--- src/hw/loopback_test_map.svh ---
// register map, field positions, reset values and timing figures of the loopback test controller
`ifndef LOOPBACK_TEST_MAP_SVH
`define LOOPBACK_TEST_MAP_SVH
`define CLK_HZ           40000000
`define TICK_S           1
`define REMOTE_SEND_S    10
`define TEST_TIMEOUT_MIN 10
`define TIMEOUT_RESET_S  (`TEST_TIMEOUT_MIN * 60)
`define CTRL_ADDR        8'h00
`define CONFIG_ADDR      8'h04
`define STATUS_ADDR      8'h08
`define ELAPSED_LO_ADDR  8'h0c
`define ELAPSED_HI_ADDR  8'h10
`define CMD_TERM_START   0
`define CMD_TERM_STOP    1
`define CMD_CHAN_START   2
`define CMD_CHAN_STOP    3
`define CMD_SEND         4
`define CMD_SEND_UP      5
`define CMD_LAMP_START   6
`define CMD_LAMP_STOP    7
`define CMD_ABORT        8
`define CMD_LINE_START   9
`define CFG_TIMEOUT_EN   0
`define ST_REFUSED       8
`define SEQ_UP_PATTERN   8'hf0
`define SEQ_DOWN_PATTERN 8'hcc
`define LED_COUNT        8
`define ELAPSED_W        16
`endif

--- src/hw/loopback_test_pkg.sv ---
// types shared by the loopback test controller
package loopback_test_pkg;
  typedef enum logic [0:0] {
    ABORT_IDLE = 1'b0,
    ABORT_WAIT = 1'b1
  } abort_state_type;
  typedef logic [15:0] seconds_type;
endpackage

--- src/hw/seq_if.sv ---
// carrier between the controller and the remote sequence generator
`timescale 1ns/10ps
`default_nettype none
interface seq_if;
  logic enable;
  logic up_sel;
  logic line_bit;
  modport gen (input enable, input up_sel, output line_bit);
  modport ctl (output enable, output up_sel, input line_bit);
endinterface
`default_nettype wire

--- src/hw/elapsed_timer.sv ---
// per-test elapsed seconds counter, cleared while the test is idle
`timescale 1ns/10ps
`default_nettype none
`include "loopback_test_map.svh"
module elapsed_timer
(
  input  wire logic                         clk_i,
  input  wire logic                         rst_i,
  input  wire logic                         tick_i,
  input  wire logic                         run_i,
  output var  loopback_test_pkg::seconds_type secs_o
);
  loopback_test_pkg::seconds_type next_secs;

  always_comb
  begin
    next_secs = secs_o;
    if (!run_i)
      next_secs = '0;
    else if (tick_i && secs_o != '1) // saturate rather than wrap
      next_secs = secs_o + 16'h0001;
  end

  always_ff @(posedge clk_i)
  begin
    if (rst_i)
      secs_o <= '0;
    else
      secs_o <= next_secs;
  end
endmodule
`default_nettype wire

--- src/hw/seq_gen.sv ---
// up/down sequence generator for the remote channel loopback request
`timescale 1ns/10ps
`default_nettype none
`include "loopback_test_map.svh"
module seq_gen
(
  input  wire logic clk_i,
  input  wire logic rst_i,
  seq_if.gen        port
);
  logic [7:0] shift;
  logic [7:0] next_shift;

  always_comb
  begin
    // idle keeps the chosen pattern loaded so the first sent bit is its top bit
    next_shift = port.up_sel ? `SEQ_UP_PATTERN : `SEQ_DOWN_PATTERN;
    if (port.enable)
      next_shift = {shift[6:0], shift[7]};
  end

  always_ff @(posedge clk_i)
  begin
    if (rst_i)
      shift <= `SEQ_DOWN_PATTERN;
    else
      shift <= next_shift;
  end

  assign port.line_bit = shift[7];
endmodule
`default_nettype wire

--- src/hw/sync_port_loopback_test_ctrl.sv ---
// loopback, remote sequence, lamp, timeout and abort control of the synchronous data port
`timescale 1ns/10ps
`default_nettype none
`include "loopback_test_map.svh"

module sync_port_loopback_test_ctrl
#(
  parameter int unsigned SEC_CYCLES = `CLK_HZ * `TICK_S
)
(
  input  wire logic        clk_i,
  input  wire logic        rst_i,
  input  wire logic        wb_cyc_i,
  input  wire logic        wb_stb_i,
  input  wire logic        wb_we_i,
  input  wire logic [7:0]  wb_adr_i,
  input  wire logic [3:0]  wb_sel_i,
  input  wire logic [31:0] wb_dat_i,
  output logic      [31:0] wb_dat_o,
  output logic             wb_ack_o,
  input  wire logic        dte_txd_i,
  output logic             dte_rxd_o,
  input  wire logic        net_rxd_i,
  output logic             net_txd_o,
  input  wire logic        port_echo_active_i,
  input  wire logic        net_line_loop_active_i,
  input  wire logic        net_line_loop_by_net_i,
  input  wire logic        net_pattern_active_i,
  input  wire logic        net_user_tests_active_i,
  input  wire logic        remote_up_seen_i,
  input  wire logic        remote_down_seen_i,
  input  wire logic [7:0]  led_status_i,
  output logic      [7:0]  led_o,
  output logic             net_abort_o,
  output logic             line_loop_start_o,
  output logic             abort_done_o
);
  logic [31:0]                        sec_cnt, next_sec_cnt, next_dat;
  logic [9:0]                         cmd;
  logic [7:0]                         next_led;
  logic [3:0]                         run_vec;
  logic                               tick, wr, next_ack, term_ok, chan_ok, send_ok, line_ok;
  logic                               abort_go, term_to, chan_to, send_end;
  logic                               next_dte_rxd, next_net_txd;
  logic                               term, chan, chan_net, sending, up_sel, lamp, blink;
  logic                               refused, done, timeout_en;
  logic                               next_term, next_chan, next_chan_net, next_sending;
  logic                               next_up_sel, next_lamp, next_blink, next_refused, next_done;
  logic                               next_timeout_en, next_net_abort, next_line_start;
  logic                               next_abort_done;
  loopback_test_pkg::seconds_type     elapsed [4];
  loopback_test_pkg::seconds_type     timeout_secs, next_timeout_secs;
  loopback_test_pkg::abort_state_type abort_state, next_abort_state;

  seq_if sq ();

  seq_gen u_seq (
    .clk_i (clk_i),
    .rst_i (rst_i),
    .port  (sq.gen)
  );
  assign sq.enable = sending;
  assign sq.up_sel = next_up_sel; // pattern must be loaded on the edge that starts the send
  // one-second enable for elapsed counts, lamp blink and the send duration
  assign tick = sec_cnt == 32'(SEC_CYCLES - 1);
  assign next_sec_cnt = tick ? '0 : sec_cnt + 32'h0000_0001;
  assign run_vec = {lamp, sending, chan, term};
  for (genvar i = 0; i < 4; i++)
  begin : g_elapsed
    elapsed_timer u_elapsed (
      .clk_i  (clk_i),
      .rst_i  (rst_i),
      .tick_i (tick),
      .run_i  (run_vec[i]),
      .secs_o (elapsed[i])
    );
  end

  // wishbone: ack one cycle after the request, write acts on the ack edge
  assign wr  = wb_cyc_i && wb_stb_i && wb_ack_o && wb_we_i;
  assign cmd = (wr && wb_adr_i == `CTRL_ADDR && wb_sel_i[1:0] == 2'h3) ? wb_dat_i[9:0] : 10'h000;

  always_comb
  begin
    next_ack = wb_cyc_i && wb_stb_i && !wb_ack_o;
    next_dat = 32'h0000_0000;
    unique case (wb_adr_i)
      `CONFIG_ADDR:     next_dat = {timeout_secs, 15'h0000, timeout_en};
      `STATUS_ADDR:     next_dat = {23'h000000, refused, done,
                                    abort_state == loopback_test_pkg::ABORT_WAIT,
                                    lamp, up_sel, sending, chan_net, chan, term};
      `ELAPSED_LO_ADDR: next_dat = {elapsed[1], elapsed[0]};
      `ELAPSED_HI_ADDR: next_dat = {elapsed[3], elapsed[2]};
      default:          next_dat = 32'h0000_0000;
    endcase
  end

  assign term_ok  = !port_echo_active_i && !chan && !sending;
  assign chan_ok  = !net_pattern_active_i && !net_line_loop_active_i
                    && !port_echo_active_i && !term;
  assign send_ok  = !net_pattern_active_i;
  assign line_ok  = !port_echo_active_i && !chan && !sending && !net_line_loop_by_net_i;
  assign abort_go = cmd[`CMD_ABORT] && abort_state == loopback_test_pkg::ABORT_IDLE;
  assign term_to  = timeout_en && term && elapsed[0] >= timeout_secs;
  assign chan_to  = timeout_en && chan && !chan_net && elapsed[1] >= timeout_secs;
  assign send_end = elapsed[2] >= 16'(`REMOTE_SEND_S);

  always_comb
  begin
    next_term         = term;
    next_chan         = chan;
    next_chan_net     = chan_net;
    next_sending      = sending;
    next_up_sel       = up_sel;
    next_lamp         = lamp;
    next_blink        = blink;
    next_refused      = refused;
    next_done         = done;
    next_timeout_en   = timeout_en;
    next_timeout_secs = timeout_secs;
    next_abort_state  = abort_state;
    next_net_abort    = 1'b0;
    next_line_start   = 1'b0;
    next_abort_done   = 1'b0;
    if (wr && wb_adr_i == `CONFIG_ADDR)
    begin
      if (wb_sel_i[0])
        next_timeout_en = wb_dat_i[`CFG_TIMEOUT_EN];
      if (wb_sel_i[2])
        next_timeout_secs[7:0] = wb_dat_i[23:16];
      if (wb_sel_i[3])
        next_timeout_secs[15:8] = wb_dat_i[31:24];
    end
    if (wr && wb_adr_i == `STATUS_ADDR && wb_sel_i[1] && wb_dat_i[`ST_REFUSED])
      next_refused = 1'b0;
    // terminal-side loopback
    if (cmd[`CMD_TERM_START] && !term)
    begin
      if (term_ok)
        next_term = 1'b1;
      else
        next_refused = 1'b1;
    end
    if (cmd[`CMD_TERM_STOP] || term_to || abort_go)
      next_term = 1'b0;
    // channel-side loopback, from the user or from a far-end up sequence
    if (cmd[`CMD_CHAN_START] && !chan)
    begin
      if (chan_ok)
      begin
        next_chan     = 1'b1;
        next_chan_net = 1'b0;
      end
      else
        next_refused = 1'b1;
    end
    else if (remote_up_seen_i && !chan && chan_ok)
    begin
      next_chan     = 1'b1;
      next_chan_net = 1'b1;
    end
    if (remote_down_seen_i || (!chan_net && (cmd[`CMD_CHAN_STOP] || chan_to || abort_go)))
    begin
      next_chan     = 1'b0;
      next_chan_net = 1'b0;
    end
    // remote sequence send has no manual stop; only its duration or abort ends it
    if (cmd[`CMD_SEND] && !sending)
    begin
      if (send_ok)
      begin
        next_sending = 1'b1;
        next_up_sel  = wb_dat_i[`CMD_SEND_UP];
      end
      else
        next_refused = 1'b1;
    end
    if (sending && (send_end || abort_go))
      next_sending = 1'b0;
    // lamp test
    if (cmd[`CMD_LAMP_START] && !lamp)
    begin
      next_lamp  = 1'b1;
      next_blink = 1'b1;
    end
    else if (lamp && tick)
      next_blink = !blink;
    if (cmd[`CMD_LAMP_STOP] || abort_go)
      next_lamp = 1'b0;
    if (cmd[`CMD_LINE_START])
    begin
      if (line_ok)
        next_line_start = 1'b1;
      else
        next_refused = 1'b1;
    end
    // abort: local tests stop at once, network side is asked and awaited
    unique case (abort_state)
      loopback_test_pkg::ABORT_IDLE:
        if (abort_go)
        begin
          next_abort_state = loopback_test_pkg::ABORT_WAIT;
          next_net_abort   = 1'b1;
          next_done        = 1'b0;
        end
      loopback_test_pkg::ABORT_WAIT:
        if (!net_abort_o && !net_user_tests_active_i && !term && !sending && !lamp
            && !(chan && !chan_net))
        begin
          next_abort_state = loopback_test_pkg::ABORT_IDLE;
          next_done        = 1'b1;
          next_abort_done  = 1'b1;
        end
    endcase
  end

  // data paths are registered; the loops sit right at the port flops
  always_comb
  begin
    next_dte_rxd = term ? dte_txd_i : net_rxd_i;
    next_net_txd = dte_txd_i;
    if (sending)
      next_net_txd = sq.line_bit;
    else if (chan)
      next_net_txd = net_rxd_i;
    next_led = lamp ? {`LED_COUNT{blink}} : led_status_i;
  end

  always_ff @(posedge clk_i)
  begin
    if (rst_i)
    begin
      sec_cnt           <= '0;
      wb_ack_o          <= 1'b0;
      wb_dat_o          <= 32'h0000_0000;
      term              <= 1'b0;
      chan              <= 1'b0;
      chan_net          <= 1'b0;
      sending           <= 1'b0;
      up_sel            <= 1'b0;
      lamp              <= 1'b0;
      blink             <= 1'b0;
      refused           <= 1'b0;
      done              <= 1'b0;
      timeout_en        <= 1'b0;
      timeout_secs      <= 16'(`TIMEOUT_RESET_S);
      abort_state       <= loopback_test_pkg::ABORT_IDLE;
      net_abort_o       <= 1'b0;
      line_loop_start_o <= 1'b0;
      abort_done_o      <= 1'b0;
      dte_rxd_o         <= 1'b0;
      net_txd_o         <= 1'b0;
      led_o             <= 8'h00;
    end
    else
    begin
      sec_cnt           <= next_sec_cnt;
      wb_ack_o          <= next_ack;
      wb_dat_o          <= next_dat;
      term              <= next_term;
      chan              <= next_chan;
      chan_net          <= next_chan_net;
      sending           <= next_sending;
      up_sel            <= next_up_sel;
      lamp              <= next_lamp;
      blink             <= next_blink;
      refused           <= next_refused;
      done              <= next_done;
      timeout_en        <= next_timeout_en;
      timeout_secs      <= next_timeout_secs;
      abort_state       <= next_abort_state;
      net_abort_o       <= next_net_abort;
      line_loop_start_o <= next_line_start;
      abort_done_o      <= next_abort_done;
      dte_rxd_o         <= next_dte_rxd;
      net_txd_o         <= next_net_txd;
      led_o             <= next_led;
    end
  end
endmodule
`default_nettype wire

--- config.mk ---
export PLATFORM = sky130hd
export DESIGN_NAME = sync_port_loopback_test_ctrl
export DESIGN_NICKNAME = d
export VERILOG_FILES = /design/src/hw/loopback_test_pkg.sv /design/src/hw/seq_if.sv /design/src/hw/elapsed_timer.sv /design/src/hw/seq_gen.sv /design/src/hw/sync_port_loopback_test_ctrl.sv
export VERILOG_INCLUDE_DIRS = /design/src /design/src/hw
export SDC_FILE = /design/constraint.sdc
export NUM_CORES = 1
export LEC_CHECK = 0
export ABC_CLOCK_PERIOD_IN_PS = 3800
export BUFFER_PORTS_ARGS = -buffer_cell sky130_fd_sc_hd__buf_2
export CORE_ASPECT_RATIO = 1.2
export CORE_UTILIZATION = 38
export CTS_BUF_LIST = sky130_fd_sc_hd__clkbuf_2
export CTS_CLUSTER_DIAMETER = 60
export DETAILED_ROUTE_END_ITERATION = 12
export SYNTH_ARGS = -nofsm -noshare
export SYNTH_HDL_FRONTEND = slang
export SYNTH_SLANG_ARGS = --single-unit
--- constraint.sdc ---
create_clock -name clk_i -period 3.8 [get_ports clk_i]
set_input_delay 0.57 -clock clk_i [delete_from_list [all_inputs] [get_ports clk_i]]
set_output_delay 0.57 -clock clk_i [all_outputs]
set_load 0.02 [all_outputs]
After elaboration in Yosys (flattened, before gate mapping)
Index checks and enable logic that the tools add are counted.

Flip-flop bits (word level): 177. Latch bits: 0. Bits in writable memories: 0. Bits in read-only memories: 0. Input bits: 66. Output and inout port bits: 46. Memories kept: 0.

Add/subtract/negate cells: 5. Multiply operators: 0. Divide/modulo/power cells: 0. $lt $le $gt $ge: 3. Eq/ne operators: 13. Shift operators: 0. Mux-type cells: 34. Bitwise operators: 7. Reduce and logical (&&, ||, !) cells: 84.

Operators by type and width (count): $pmux W32 S4 (1); $add A16 B1 Y16 const B (4); $ne A16 B16 Y1 const B (4); $logic_and A1 B1 Y1 (41); $add A32 B1 Y32 const B (1); $eq A32 B26 Y1 const B (1); $ge A16 B16 Y1 (2); $mux W1 (27); $reduce_or A2 Y1 (12); $eq A8 B4 Y1 const B (2); $ge A16 B4 Y1 const B (1); $mux W8 (2); $logic_not A1 Y1 (14); $reduce_and A2 Y1 (7); $mux W10 (1); $eq A8 B3 Y1 const B (1); $eq A8 B5 Y1 const B (1); $logic_not A8 Y1 (1); $logic_or A1 B1 Y1 (7); $not A1 Y1 (7); $mux W6 (1); $ne A2 B2 Y1 const B (2); $pmux W1 S2 (2); $reduce_bool A2 Y1 (2); 2 further kinds (2).

Logic depth before layout (Yosys ltp)
Depth after elaboration: 15. Gate-level depth with buffers: 9. Depth with buffers taken out: 7.

Modules after synthesis
Synthesis repeated with hierarchy kept, for this count alone.

Cell total of the unflattened synthesis: 991. Area total of the unflattened synthesis: 8916.1 um^2.

Modules (own cells, without submodules): sync_port_loopback_test_ctrl (instances 1, cells each 606, area an instance 5218.8 um^2, seq. area each 2102.0 um^2); elapsed_timer (instances 4, cells each 91, area an instance 864.6 um^2, seq. area each 320.3 um^2); seq_gen (instances 1, cells each 21, area an instance 239.0 um^2, seq. area each 160.2 um^2).

Least setup slack after synthesis
No wires, ideal clock.

Path type: register to register. From: register sec_cnt[13]. To: register g_elapsed[1].u_elapsed.secs_o[10]. Setup time: 71 ps. Data arrival time: 2523 ps. Slack: 1206 ps. Stages on the path, launching flop included: 7. Buffers on the path: 1. Clock period less this slack: 2594 ps. Cells stage by stage: dfxtp_1 -> or4b_4 -> or4_4 -> or3_1 -> buf_2 -> or4_1 -> a21oi_1.

Word-level cells in the longest chain between the ends: 2.

Ends and longest elaborated chain: start: declaration (RTL line sync_port_loopback_test_ctrl.sv:38) `logic [31:0] sec_cnt, next_sec_cnt, next_dat;`; start signal: assignment (RTL line sync_port_loopback_test_ctrl.sv:257) `sec_cnt <= next_sec_cnt;`; $eq A32 B26 Y1 (RTL line sync_port_loopback_test_ctrl.sv:65) `assign tick = sec_cnt == 32'(SEC_CYCLES - 1);`; $logic_and A1 B1 Y1 (RTL line elapsed_timer.sv:20) `else if (tick_i && secs_o != '1)`; end signal: assignment (RTL line elapsed_timer.sv:29) `secs_o <= next_secs;`; end: declaration (RTL line elapsed_timer.sv:11) `output var loopback_test_pkg::seconds_type secs_o`.

Every way passes these cells. A chain may end at the register's enable or synchronous reset.

Final worst setup path
From: register sec_cnt[14]. To: register g_elapsed[2].u_elapsed.secs_o[4].

Word-level cells in the longest chain between the ends: 2.

Ends and longest elaborated chain (RTL line): $eq A32 B26 Y1 (sync_port_loopback_test_ctrl.sv:65); $logic_and A1 B1 Y1 (elapsed_timer.sv:20); end signal: assignment (elapsed_timer.sv:29); end: declaration (elapsed_timer.sv:11).

Every way passes these cells.

==> run_results.csv <==
group,metric,value,unit
yosys,ys_ff_latch,177,
floorplanning,start_util,38.86,%
drt,wl_per_cell,17.67,um
timing,max_freq,351.3,MHz
timing,slew_violations,0,
yosys,seq_area_frac_synth,40.63,%
drt,vias,8324,
timing,final_hold_viol_count,0,
yosys,synth_cells,1036,
drt,first_iter_violations,633,
drt,ant_nets,0,
cts,h-tree-depth,4,
yosys,synth_edf_count,0,
worst_setup_path,crit_arrival,3.54,ns
cts,clkTransAtPathRegs,0.27,ns
timing,finalSetupTns,0,ns
floorplanning,die_h,168.0,um
flow_run,maxCapViolCount,0,
worst_setup_path,cp.required,4.49,ns
pwr,ir_drop,0.1494,mV
global_route,antenna_found_initial,2,
drt,dr.pass1.iters,5,
cells_and_area,area_growth,16.01,%
cts,clk_latency,0.77,ns
floorplanning,pin_count,112,
drt,vias_per_cell,5.717,
pwr,p_leak,0.003570,uW
cts,cts_tree,"done",
drt,drt-total-wl,25730,um
cells_and_area,layout.cells.non_filler,1456,
yosys,syn-cell-area,0.008722,mm2
timing,final.period_utilization,74.91,%
worst_hold_path,hold_path.class,"in -> reg",
global_route,grt_usage,22.09,%
floorplanning,coreArea,0.02245,mm2
yosys,async_reset_ff_share,0,%
global_route,grt_first_pass_wirelength,40770,um
yosys,synth_fp_nets,1140,
global_route,grt_pass1_vias,7608,
cts,cts_buffer_depth,2,
yosys,yosysTopAreaCell,"dfxtp_1",
place,port_buffers,105,
worst_setup_path,critical_path.startpoint_type,"flop",
yosys,avgSynthCellArea,8.419,um2
timing,fin_crit,2.847,ns
timing,setup_viol,0,
timing,finClkSkew,0.03570,ns
cts,clockRootBuffer,"clkbuf_2",
cts,postCtsSetupBuffers,0,
worst_setup_path,cp_max_fo,9,
place,dp_hpwl,18530,um
timing,worst_slew_pin_slew,1.056,ns
global_route,grt_start_max_net_pins,44,
cells_and_area,layout.nets,1266,
floorplanning,dieArea,0.02356,mm2
timing,slew_headroom,28.68,%
yosys,ys_warn_count,0,
worst_setup_path,critPathKind,"reg -> reg",
yosys,synthDominantCellAreaShare,40.63,%
yosys,ys_types,60,
yosys,synth_flop_cell,"dfxtp_1",
run_status,status,"complete, no violations",
global_route,grt_overflow,0,
worst_setup_path,endpoint_kind,"flop",
floorplanning,die_w,140.3,um
cts,cts_buffers,17,
cells_and_area,drive_above_1_share,14.89,%
floorplanning,fp-row-count,60,
cts,cts_sinks,177,
cells_and_area,n_fill_cell,2211,
yosys,ys_top_cells_by_area,"dfxtp_1, a21oi_1, ha_1",
timing,rsz0062_at_grt,"no",
pwr,power_density,297.4,mW/mm2
place,dp.cells,1389,
drt,drcViolationCount,0,
place,gp_congestion,0.8502,
## cells by family after synthesis
logic type	count (synthesis)	synth area share [%]
AND/OR/NAND/NOR	453	27.92
buffers and inverters	83	3.672
AO/OA/AOI/OAI	233	16.81
flip-flops	177	40.63
adder cells (fa/ha/maj)	38	5.451
XOR/XNOR	32	3.213
multiplexers	20	2.310
## through the flow
| step | worst slack (ns) | area, um2 | utilization [%] | hold WS, ns | power, uW |
|---|---|---|---|---|---|
| after floorplan | 1.206 | 8722 | - | 0.3863 | 1956 |
| after global placement | 0.9391 | 9542 | 42.51 | 0.3905 | 2011 |
| after detailed placement | 0.9370 | 9542 | 42.51 | 0.3937 | 2012 |
| after CTS | 0.9702 | 10110 | 45.06 | 0.007838 | 3044 |
| after global routing | 0.7966 | 10120 | 45.08 | 0.02508 | 3141 |
| final | 0.9534 | 10120 | 45.08 | 0.06576 | 3009 |
## power by group
group	leakage, uW	internal, uW	switching, uW	total [uW]
clock	0.000135	307	698	1000
combinational	0.00201	63.7	63.6	127
sequential	0.00143	1870	5.33	1880
## area by class of cell
class | count | area (um2) | area share (%)
Antenna cell | 2 | 5.005 | 0.04946
Clock buffer | 17 | 85.08 | 0.8409
Clock inverter | 15 | 156.4 | 1.546
Inverter | 35 | 131.4 | 1.298
Multi-Input combinational cell | 776 | 4865 | 48.08
Sequential cell | 177 | 3543 | 35.02
Tap cell | 279 | 349.1 | 3.450
Timing Repair Buffer | 155 | 983.4 | 9.719
## layer usage
layer / share of wire (%) / routed length, um / vias to the layer above / GRT usage (%)
li1: - / - / 4096 / -
met1: 44 / 11240 / 3934 / 28.17
met2: 49 / 12600 / 252 / 37.07
met3: 4.9 / 1269 / 42 / 3.527
met4: 2.4 / 612 / 0 / 9.030
met5: 0 / 0 / - / 0
## sequential cells by signal, summed over array words and instances, names as in the netlist, 8 cells and up
| name | count |
|---|---|
| sec_cnt | 32 |
| timeout_secs | 16 |
| led_o | 8 |
| u_seq.shift | 8 |
| g_elapsed.u_elapsed.secs_o | 64 |
| wb_dat_o | 32 |
## synthesized netlist by cell type (5+ instances only)
library cell and n:
nor2_1 103, a311oi_1 6, ha_1 38, nor2b_1 9, xor2_1 9, clkbuf_1 39, o21ai_0 23, nand2_1 78
nand3_1 50, o211ai_1 6, nand4_1 26, o41ai_1 5, xnor2_1 23, a22oi_1 29, and2_1 6, nor3_1 36
a21oi_1 105, or3_1 17, and4_2 5, nand2b_1 18, dfxtp_1 177, buf_1 6, inv_1 35, mux2i_1 19
or4_1 37, o31ai_1 30, nor4_1 18, or2_2 7, and4_1 13, and3_1 13
## path summary, 6_finish.rpt
kind | from | slack, ns | end | cells past startpoint
worst max-delay path | sec_cnt[14] | 0.95 | g_elapsed[2].u_elapsed.secs_o[4] | 5
worst min register to register | u_seq.shift[5] | 0.44 | u_seq.shift[6] | 1
worst min-delay path | wb_dat_i[8] | 0.07 | net_abort_o | 3
worst max register to register | sec_cnt[14] | 0.95 | g_elapsed[2].u_elapsed.secs_o[4] | 5
## cells in the final DEF (no fill, tap or decap), types with 18 or more instances in the layout
| cell type | netlist | layout |
|---|---|---|
| dfxtp_1 | 177 | 177 |
| a21oi_1 | 105 | 105 |
| buf_2 | 1 | 105 |
| nor2_1 | 103 | 103 |
| nand2_1 | 78 | 78 |
| nand3_1 | 50 | 50 |
| ha_1 | 38 | 38 |
| or4_1 | 37 | 37 |
| nor3_1 | 36 | 36 |
| inv_1 | 35 | 35 |
| dlygate4sd3_1 | 1 | 33 |
| o31ai_1 | 30 | 30 |
| a22oi_1 | 29 | 29 |
| nand4_1 | 26 | 26 |
| o21ai_0 | 23 | 23 |
| xnor2_1 | 23 | 23 |
| mux2i_1 | 19 | 19 |
| nand2b_1 | 18 | 18 |
| nor4_1 | 18 | 18 |
## critical path, cell delays in order, from the launching register on
cell and delay (ns):
dfxtp_1 0.48, or4b_4 0.52, nor4_4 0.48, nand3_1 0.50, or4_1 0.64, a21oi_1 0.14
## what timing repair did
item	in CTS	in global routing
resized for setup	0	0
hold buffers	33	0
hold endpoints to repair	30	0
No activity file was read; power rests on OpenSTA's default activity.
